[src/core/led_ctrl_defs.vh]
`ifndef LED_CTRL_DEFS_VH
`define LED_CTRL_DEFS_VH
// register addresses
`define ADDR_LED_FUNCTION_CONFIG 8'h01
`define ADDR_PUMP_MODE_CONFIG    8'h02
`define ADDR_TORCH_LEVEL         8'h05
`define ADDR_SENSE_THRESHOLD     8'h06
`define ADDR_THERM_REFERENCE     8'h09
// led_function_config fields
`define LFC_LED1          0
`define LFC_LED2          1
`define LFC_LAMP_FORCE    3
`define LFC_BIAS_EN       4
`define LFC_FEEDBACK_EN   5
`define LFC_THERM_EN      6
// pump_mode_config fields
`define PMC_INDICATOR     0
`define PMC_PRECHARGE     1
`define PMC_PUMP_EN       2
`define PMC_I2C_TRIG      4
`define PMC_FLASH_SEL     5
`define PMC_PUMP_IN_FLASH 6
// thermistor reference latch clear bit
`define TREF_CLEAR        7
// thresholds
`define TORCH_TIMEOUT_LEVEL 8'h3f
`define LAMP_AUTO_LEVEL     8'h3f
`define LAMP_TIMEOUT_MS     200
`define CLK_MHZ             100
`define TIMEOUT_W           25
`endif

[src/core/led_mode_protection_control.v]
`timescale 1ns/1ps
`include "led_ctrl_defs.vh"
// How it works
// - bits 0/1 select LED channels
// - mode bit 5 low selects torch
// - bit 6 keeps pump during flash
// - bit 2 enables charge pump
// - bit 1 enables precharge
// - indicator mode disables flash timeout
// - indicator drives first LED only
// - indicator suspends torch, later restores
// - indicator turns gates off, mirror only
// - indicator overrides flash and torch
// - light feedback truncates flash pulse
// - one truncation per flash, trigger rearms
// - bias output when pump or enable
// - lamp timeout when torch above limit
// - force bit starts lamp timeout
// - lamp never during power flash
// - thermistor fault stops pump, flash and torch
// - fault clears on pulse when cool
// - torch uses level, timeout above limit
module led_mode_protection_control #(
	parameter LAMP_TIMEOUT_CYCLES = `LAMP_TIMEOUT_MS * 1000 * `CLK_MHZ
) (
	// clock and reset
	input  wire       clk_sys,
	input  wire       rst,
	// register write port
	input  wire       reg_wr,
	input  wire [7:0] reg_addr,
	input  wire [7:0] reg_wdata,
	// register read port
	output reg  [7:0] reg_rdata,
	// flash control
	input  wire       flash_trigger_pin,
	input  wire       flash_done,
	// analog comparators
	input  wire       light_above_threshold,
	input  wire       thermistor_below_ref,
	// outputs
	output reg        pump_run,
	output reg        precharge_on,
	output reg        sensor_bias_output,
	output reg  [1:0] gate_drive,
	output reg  [1:0] torch_mirror_on,
	output reg        indicator_mirror_on,
	output reg        torch_active,
	output reg        lamp_timeout_active,
	output reg        flash_timeout_active,
	output reg        thermal_fault
);
	reg [7:0] led_function_config_reg;
	reg [7:0] pump_mode_config_reg;
	reg [7:0] torch_level_reg;
	reg [7:0] sense_threshold_reg;
	reg [7:0] therm_reference_reg;
	reg       flash_active_reg;
	reg       trunc_latch_reg;
	reg       trig_pin_reg;
	reg       i2c_trig_reg;
	reg [`TIMEOUT_W-1:0] lamp_cnt_reg;
	reg       lamp_expired_reg;
	reg       clear_seen_reg;

	wire [1:0] led_sel     = led_function_config_reg[1:0];
	wire       indicator   = pump_mode_config_reg[`PMC_INDICATOR];
	wire       flash_sel   = pump_mode_config_reg[`PMC_FLASH_SEL];
	wire       pump_en     = pump_mode_config_reg[`PMC_PUMP_EN];
	wire       feedback_en = led_function_config_reg[`LFC_FEEDBACK_EN];
	wire       therm_en    = led_function_config_reg[`LFC_THERM_EN];
	wire       trig_i2c    = pump_mode_config_reg[`PMC_I2C_TRIG];
	// new flash triggers from pin or register edge
	wire trig_event = (flash_trigger_pin & ~trig_pin_reg) | (trig_i2c & ~i2c_trig_reg);
	wire trunc_now  = feedback_en & light_above_threshold & flash_active_reg & ~trunc_latch_reg;
	wire fault_now  = therm_en & thermistor_below_ref;
	wire clr_bit    = therm_reference_reg[`TREF_CLEAR];
	// torch: selected mode, not in indicator, no fault
	wire torch_on   = ~flash_sel & ~indicator & ~thermal_fault;
	wire lamp_need  = torch_on & ((torch_level_reg > `LAMP_AUTO_LEVEL) |
		led_function_config_reg[`LFC_LAMP_FORCE]);

	// led function configuration register
	always @(posedge clk_sys) begin
		if (rst) begin
			led_function_config_reg <= 8'h00;
		end else if (reg_wr && reg_addr == `ADDR_LED_FUNCTION_CONFIG) begin
			led_function_config_reg <= reg_wdata;
		end
	end

	// torch level register, also sets the picture light level
	always @(posedge clk_sys) begin
		if (rst) begin
			torch_level_reg <= 8'h00;
		end else if (reg_wr && reg_addr == `ADDR_TORCH_LEVEL) begin
			torch_level_reg <= reg_wdata;
		end
	end

	// sense threshold register, stored for the analog comparator
	always @(posedge clk_sys) begin
		if (rst) begin
			sense_threshold_reg <= 8'h00;
		end else if (reg_wr && reg_addr == `ADDR_SENSE_THRESHOLD) begin
			sense_threshold_reg <= reg_wdata;
		end
	end

	// thermistor reference register with latch clear bit
	always @(posedge clk_sys) begin
		if (rst) begin
			therm_reference_reg <= 8'h00;
		end else if (reg_wr && reg_addr == `ADDR_THERM_REFERENCE) begin
			therm_reference_reg <= reg_wdata;
		end
	end

	// pump and mode register, i2c trigger self clears at flash done or truncation
	always @(posedge clk_sys) begin
		if (rst) begin
			pump_mode_config_reg <= 8'h00;
		end else if (reg_wr && reg_addr == `ADDR_PUMP_MODE_CONFIG) begin
			pump_mode_config_reg <= reg_wdata;
		end else if (flash_active_reg && (flash_done || trunc_now)) begin
			pump_mode_config_reg[`PMC_I2C_TRIG] <= 1'b0; // host write wins
		end
	end

	// register read mux
	always @(posedge clk_sys) begin
		if (rst) begin
			reg_rdata <= 8'h00;
		end else begin
			case (reg_addr)
				`ADDR_LED_FUNCTION_CONFIG: reg_rdata <= led_function_config_reg;
				`ADDR_PUMP_MODE_CONFIG:    reg_rdata <= pump_mode_config_reg;
				`ADDR_TORCH_LEVEL:         reg_rdata <= torch_level_reg;
				`ADDR_SENSE_THRESHOLD:     reg_rdata <= sense_threshold_reg;
				`ADDR_THERM_REFERENCE:     reg_rdata <= therm_reference_reg;
				default:                   reg_rdata <= {6'h00, trunc_latch_reg, thermal_fault};
			endcase
		end
	end

	// previous trigger levels for edge detection
	always @(posedge clk_sys) begin
		if (rst) begin
			trig_pin_reg <= 1'b0;
			i2c_trig_reg <= 1'b0;
		end else begin
			trig_pin_reg <= flash_trigger_pin;
			i2c_trig_reg <= trig_i2c;
		end
	end

	// flash state next values, a new trigger rearms the latch
	reg flash_active_next;
	reg trunc_latch_next;
	always @* begin
		flash_active_next = flash_active_reg;
		trunc_latch_next  = trunc_latch_reg;
		if (trig_event && flash_sel && !indicator && !thermal_fault) begin
			flash_active_next = 1'b1;
			trunc_latch_next  = 1'b0;
		end else if (trunc_now) begin
			flash_active_next = 1'b0;
			trunc_latch_next  = 1'b1;
		end else if (flash_done || thermal_fault || !flash_sel) begin
			flash_active_next = 1'b0;
		end
	end

	// flash state registers
	always @(posedge clk_sys) begin
		if (rst) begin
			flash_active_reg <= 1'b0;
			trunc_latch_reg  <= 1'b0;
		end else begin
			flash_active_reg <= flash_active_next;
			trunc_latch_reg  <= trunc_latch_next;
		end
	end

	// previous latch clear bit, for its falling edge
	always @(posedge clk_sys) begin
		if (rst) begin
			clear_seen_reg <= 1'b0;
		end else begin
			clear_seen_reg <= clr_bit;
		end
	end

	// thermistor fault latch, set wins over clear
	always @(posedge clk_sys) begin
		if (rst) begin
			thermal_fault <= 1'b0;
		end else if (fault_now) begin
			thermal_fault <= 1'b1;
		end else if (clear_seen_reg && !clr_bit) begin
			thermal_fault <= 1'b0;
		end
	end

	// picture light counter next values
	reg [`TIMEOUT_W-1:0] lamp_cnt_next;
	reg                  lamp_expired_next;
	always @* begin
		lamp_cnt_next     = lamp_cnt_reg;
		lamp_expired_next = lamp_expired_reg;
		if (!lamp_need || flash_active_reg) begin
			lamp_cnt_next     = {`TIMEOUT_W{1'b0}};
			lamp_expired_next = 1'b0;
		end else if (lamp_cnt_reg == LAMP_TIMEOUT_CYCLES[`TIMEOUT_W-1:0] - 1'b1) begin
			lamp_expired_next = 1'b1;
		end else begin
			lamp_cnt_next = lamp_cnt_reg + 1'b1;
		end
	end

	// picture light counter registers
	always @(posedge clk_sys) begin
		if (rst) begin
			lamp_cnt_reg     <= {`TIMEOUT_W{1'b0}};
			lamp_expired_reg <= 1'b0;
		end else begin
			lamp_cnt_reg     <= lamp_cnt_next;
			lamp_expired_reg <= lamp_expired_next;
		end
	end

	// gate drive next value, flash only, off in indicator
	reg [1:0] gate_drive_next;
	always @* begin
		gate_drive_next = 2'b00;
		if (flash_active_reg && !indicator && !thermal_fault) begin
			gate_drive_next = led_sel;
		end
	end

	// torch mirror next value, never with a power flash
	reg [1:0] torch_mirror_next;
	always @* begin
		torch_mirror_next = 2'b00;
		if (torch_on && !lamp_expired_reg && !flash_active_reg) begin
			torch_mirror_next = led_sel;
		end
	end

	// indicator mirror next value, first channel only
	reg indicator_mirror_next;
	always @* begin
		indicator_mirror_next = 1'b0;
		if (indicator) begin
			indicator_mirror_next = led_sel[`LFC_LED1];
		end
	end

	// charge pump run, stopped by fault, or by flash when bit 6 is clear
	always @(posedge clk_sys) begin
		if (rst) begin
			pump_run <= 1'b0;
		end else begin
			pump_run <= pump_en & ~thermal_fault & ~fault_now &
				~(flash_active_reg & ~pump_mode_config_reg[`PMC_PUMP_IN_FLASH]);
		end
	end

	// precharge control
	always @(posedge clk_sys) begin
		if (rst) begin
			precharge_on <= 1'b0;
		end else begin
			precharge_on <= pump_mode_config_reg[`PMC_PRECHARGE];
		end
	end

	// sensor bias, follows the registered pump state
	always @(posedge clk_sys) begin
		if (rst) begin
			sensor_bias_output <= 1'b0;
		end else begin
			sensor_bias_output <= pump_run | led_function_config_reg[`LFC_BIAS_EN];
		end
	end

	// external gate drives
	always @(posedge clk_sys) begin
		if (rst) begin
			gate_drive <= 2'b00;
		end else begin
			gate_drive <= gate_drive_next;
		end
	end

	// torch and picture light mirrors
	always @(posedge clk_sys) begin
		if (rst) begin
			torch_mirror_on <= 2'b00;
		end else begin
			torch_mirror_on <= torch_mirror_next;
		end
	end

	// indicator mirror
	always @(posedge clk_sys) begin
		if (rst) begin
			indicator_mirror_on <= 1'b0;
		end else begin
			indicator_mirror_on <= indicator_mirror_next;
		end
	end

	// torch mode status
	always @(posedge clk_sys) begin
		if (rst) begin
			torch_active <= 1'b0;
		end else begin
			torch_active <= torch_on;
		end
	end

	// picture light timeout status
	always @(posedge clk_sys) begin
		if (rst) begin
			lamp_timeout_active <= 1'b0;
		end else begin
			lamp_timeout_active <= lamp_need & ~flash_active_reg;
		end
	end

	// flash timeout status, off in indicator mode
	always @(posedge clk_sys) begin
		if (rst) begin
			flash_timeout_active <= 1'b0;
		end else begin
			flash_timeout_active <= flash_active_reg & ~indicator;
		end
	end
endmodule

[config.mk]
export PLATFORM = sky130hd
export DESIGN_NAME = led_mode_protection_control
export DESIGN_NICKNAME = d
export VERILOG_FILES = /design/src/core/led_mode_protection_control.v
export VERILOG_INCLUDE_DIRS = /design/src /design/src/core
export SDC_FILE = /design/constraint.sdc
export NUM_CORES = 1
export LEC_CHECK = 0
export BUFFER_PORTS_ARGS = -buffer_cell sky130_fd_sc_hd__clkbuf_2
export CORE_AREA = 3 3 103 105
export CTS_BUF_LIST = sky130_fd_sc_hd__clkbuf_2
export DETAILED_ROUTE_END_ITERATION = 8
export DIE_AREA = 0 0 106 108
export GPL_TIMING_DRIVEN = 0
export PLACE_DENSITY_LB_ADDON = 0.08
export SYNTH_ARGS = -nofsm -noshare
export SYNTH_HDL_FRONTEND = slang
export SYNTH_SLANG_ARGS = --single-unit
[constraint.sdc]
create_clock -name clk_sys -period 2.5 [get_ports clk_sys]
set_input_delay 0.125 -clock clk_sys [delete_from_list [all_inputs] [get_ports clk_sys]]
set_output_delay 0.125 -clock clk_sys [all_outputs]
set_load 0.1 [all_outputs]
# Word-level counts from Yosys, hierarchy flattened
# Index checks and enable logic that the tools add are counted.
# Widths: inputs -> output; s select.
# word_totals
ff_bits	91
inputBits	23
elab_cells	103
# op_classes
n_addsub	1
n_lt_le_gt_ge	1
eq_ne	6
mux	8
n_bitwise	30
reduce_logical	33
# ops
op	count
$pmux 8 s5	1
$add 25x1->25 const B	1
$eq 25x25->1 const B	1
$eq 8x3->1 const B	2
$and 1x1->1	15
$logic_and 1x1->1	14
$not 1->1	12
$reduce_or 2->1	5
$eq 8x1->1 const B	1
$eq 8x2->1 const B	1
$eq 8x4->1 const B	1
$gt 8x6->1 const B	1
$logic_not 1->1	7
$mux 1	7
$logic_or 1x1->1	4
$reduce_bool 2->1	2
$or 1x1->1	3
$reduce_bool 3->1	1

# Longest topological paths before layout
# logic_depth
depth_word	7
mapped_depth	7
ltp_nobuf	5

# Worst setup path after synthesis
# No wires, ideal clock.
# synth_path
path_type	flip-flop to flip-flop
startpoint	register thermal_fault
endpoint	register lamp_cnt_reg[6]
setup_ps	67
t_arrival_ps	2269
t_required_ps	2433
slack_ps	164
path_stages_with_launch	6
synth_period_minus_slack_ps	2336
path_cell_list	dfxtp_1 -> or4_4 -> or3_4 -> buf_6 -> a2111o_1 -> o21ai_2
# synth_between
elab_chain_cells	6
# synth_rtl
element	line	source
start: declaration	led_mode_protection_control.v:51	output reg thermal_fault
start signal: assignment	led_mode_protection_control.v:197	thermal_fault <= 1'b0;
start signal: assignment	led_mode_protection_control.v:199	thermal_fault <= 1'b1;
start signal: assignment	led_mode_protection_control.v:201	thermal_fault <= 1'b0;
$not 1->1	led_mode_protection_control.v:79	wire torch_on = ~flash_sel & ~indicator & ~thermal_fault;
$and 1x1->1	led_mode_protection_control.v:79	
$and 1x1->1	led_mode_protection_control.v:80	wire lamp_need = torch_on & ((torch_level_reg > `LAMP_AUTO_LEVEL) |
$logic_not 1->1	led_mode_protection_control.v:211	if (!lamp_need || flash_active_reg) begin
$logic_or 1x1->1	led_mode_protection_control.v:211	
$reduce_or 2->1 (no source line)	--	
end signal: assignment	led_mode_protection_control.v:224	lamp_cnt_reg <= {`TIMEOUT_W{1'b0}};
end signal: assignment	led_mode_protection_control.v:227	lamp_cnt_reg <= lamp_cnt_next;
end: declaration	led_mode_protection_control.v:62	reg [`TIMEOUT_W-1:0] lamp_cnt_reg;
# Every way passes these cells.
# A chain may end at the register's enable or synchronous reset.

# Worst setup path in the final report
# layout_path
startpoint	register lamp_cnt_reg[0]
endpoint	register lamp_cnt_reg[8]
# layout_between
elab_chain_cells	1
word_cells_on_any_way	2
cone_classes	add/sub (1); eq/ne (1)
# layout_rtl
element	line
$add 25x1->25 / $eq 25x25->1 (equally long branches)	led_mode_protection_control.v:217, led_mode_protection_control.v:214
# Parallel ways exist; a longest one is shown, timed or not.

==> summary.md <==
| Metric | Value |
|---|---|
| Synth async-reset ratio | `0` |
| Clk buf depth | `2` |
| Clk slew on worst S/H paths | `0.29 ns` |
| RSZ-0062 raised after global routing | `false` |
| DRT iter0 DRCs | `141` |
| Post-synth top flop | `dfxtp_1` |
| Share of power burned in registers | `0.635` |
| RD Place Congestion | `0.799` |
| DR WL/cell | `15.0 um` |
| Antenna cells | `0` |
| Internal power | `1.66 mW` |
| Largest area contributor in the netlist | `dfxtp_1` |
| First-pass GRT wire length | `16,100 um` |
| Synth cell types | `52` |
| Synth top cells by count | `91 x dfxtp_1, 49 x nand2_1, 43 x nor2_1` |
| Most used cell, CP | `clkbuf_1` |
| Area of the multi-input gates | `0.00194 mm^2` |
| Critical hold path startpoint | `reg_addr[3]` |
| Critical Path Start | `lamp_cnt_reg[0]` |
| Antenna violations before repair | `0` |
| Area Overhead vs Synth | `16.4%` |
| Gate power share | `0.052` |
| Fmax | `0.455 GHz` |
| Hold Vio Cnt, Final | `0` |
| WL final | `9610 um` |
| Worst path buffer plus inverter count | `2` |
| Synth warn | `0` |
| Reg2reg start | `lamp_cnt_reg[0]` |
| Port bufs | `42` |
| Post-Syn Area per Cell | `8.99 um^2` |
| Setup TNS | `0 ns` |
| Number of global-route vias before repair | `3,192` |
| Pwr Density | `508 mW/mm^2` |
| Synth Cell Area | `0.00389 mm^2` |
| WP data required | `2.97 ns` |
| Vias per std cell | `5.18` |
| GRT Residual Overflow | `0` |
| Cells after synthesis | `433` |
| Max FFs per register | `25` |
| Worst EP arrival | `2.66 ns` |
| Share of layout cells above drive strength 1 | `0.144` |
| Largest net degree at the start of global routing | `19` |
| Vias after detailed routing | `3,307` |
| Die Y-Extent | `108 um` |
| Clock power share | `0.313` |
| GRT Total Usage | `0.176` |
| Worst slew margin | `0.479` |
| Max Slew Vio Count | `0` |
| Cell with the most instances after synthesis | `dfxtp_1` |
| Top cells by area, synth | `dfxtp_1 47%, mux2i_1 9.5%, a21oi_1 4.9%` |
| Post-layout min period | `2.20 ns` |
| Number of synthesized flops with an enable pin | `0` |
| Crit path launch type | `register` |
| H-tree Lvls | `3` |
| Net switching power | `0.640 mW` |
| DIE AREA | `0.0114 mm^2` |
| M2 GR Usage | `0.325` |
| Design Power | `2.30 mW` |
| Top Family by Delay on Critical Path | `buffers and inverters` |
| TritonCTS clock tree | `yes` |
| Synth Register Bits | `91` |
| Met1 usage | `0.207` |
| Static leakage | `1.65 nW` |
| Class of the worst hold path | `in2reg` |
| Final period utilization | `0.879` |
| Critical setup path kind | `reg2reg` |
| Max VDD drop | `0.238 mV` |
| Routed Antenna Nets | `0` |
| Root Driver | `clkbuf_2` |
| Worst slew pin tran | `0.774 ns` |
| Final setup viols | `0` |
| Rows | `36` |
| Max cap viols | `0` |
| Net Count, Synth | `457` |
| Global Route met3 Usage | `0.0400` |
| Post-DP HPWL | `7000 um` |
| Num CTS Buffers | `9` |
| Initial Util | `0.400` |
| Clock sinks | `91` |
| Seq/Total Area, Yosys | `0.468` |
| Core area | `0.00973 mm^2` |
| Post-synth top area share | `0.468` |
| Status | `completed` |
| Nets | `525` |
| Die width | `106 um` |
| Post-route clock skew | `0.0396 ns` |
| Switching Fraction | `0.278` |
| Gr busiest metal | `met2` |
| Crit path largest cell delay | `0.45 ns` |
| Clock latency on the worst-skew pair | `0.56 ns` |
| DRC | `0` |
| Storage element area | `0.00182 mm^2` |
| Filler Cells Inserted | `1,000` |
| Router iterations before antenna repair | `4` |
| Setup crit end kind | `register` |
| I/O pin cnt | `43` |
| Slowest CP cell | `dfxtp_1` |
| Crit path cell chain | `ha_1 -> and4_1 -> clkbuf_1 -> and4b_1 -> clkbuf_1 -> a211oi_1 -> mux2i_1` |
| Max FO, Critical Path | `10` |
[worst paths after layout]
check                           end  slack [ns]  depth (start not counted)
max                 lamp_cnt_reg[8]        0.30                          7
max reg2reg         lamp_cnt_reg[8]        0.30                          7
min                    reg_rdata[1]        0.08                          5
min reg2reg  therm_reference_reg[6]        0.47                          2
[placed cells by master (no fill, tap or decap), types with 10 or more instances in the layout]
cell type | Yosys | layout
a22oi_1 | 16 | 16
dfxtp_1 | 91 | 91
clkbuf_2 | 0 | 51
mux2i_1 | 37 | 37
nor2b_1 | 10 | 10
o21ai_0 | 13 | 13
a21oi_1 | 38 | 38
dlygate4sd3_1 | 0 | 15
nand2_1 | 49 | 49
clkbuf_1 | 15 | 15
nor2_1 | 43 | 43
[layer usage]
| metal | vias up | part of all wire |
|---|---|---|
| met3 | 6 | 0.022 |
| met2 | 31 | 0.53 |
| met5 | - | 0 |
| met1 | 1572 | 0.44 |
| met4 | 0 | 0.0076 |
| li1 | 1698 | - |
[metrics by stage]
step	instance area [um^2]	cells	hold WS, ns	utilization	setup slack (ns)
after CTS	4530	639	0.0201	0.466	0.321
after floorplan	3890	433	0.253	-	0.164
after detailed placement	4270	608	0.368	0.439	0.372
after global placement	4270	608	0.361	0.439	0.370
final	4530	639	0.0844	0.466	0.303
after global routing	4530	639	0.0795	0.466	0.114
[worst register-to-register path: stages (launching register included)]
cell,delay [ns]
dfxtp_1,0.45
ha_1,0.22
and4_1,0.20
clkbuf_1,0.26
and4b_1,0.31
clkbuf_1,0.37
a211oi_1,0.17
mux2i_1,0.14
[power by group through the flow]
stage | logic [mW] | registers (mW) | clock network (mW)
finish | 0.119 | 1.46 | 0.721
detailed placement | 0.102 | 1.49 | 0
floorplan | 0.0424 | 1.49 | 0
CTS | 0.120 | 1.46 | 0.760
global route | 0.131 | 1.46 | 0.813
global placement | 0.102 | 1.49 | 0
[cell families after synthesis]
group	count (synthesis)	synth area share
fa+ha+maj	1	0.00321
flops	91	0.468
buf+inv	30	0.0331
compound gates	93	0.152
simple gates	177	0.239
xor+xnor	4	0.00900
mux	37	0.0951
[layout make-up]
class | instances | share of cell area
multi-input cells | 312 | 0.428
flip-flops and latches | 91 | 0.402
repair buffers | 57 | 0.0795
well taps | 133 | 0.0367
plain buffers | 23 | 0.0226
clock inverters | 7 | 0.0149
inverters | 7 | 0.00580
clock buffers | 9 | 0.00994
[repair_timing]
action / CTS / global route
hold buffers: 15 / 0
gates resized for setup: 0 / 0
hold endpoints to repair: 50 / 0
setup buffers: 0 / 0
No activity file was read; power rests on OpenSTA's default activity.
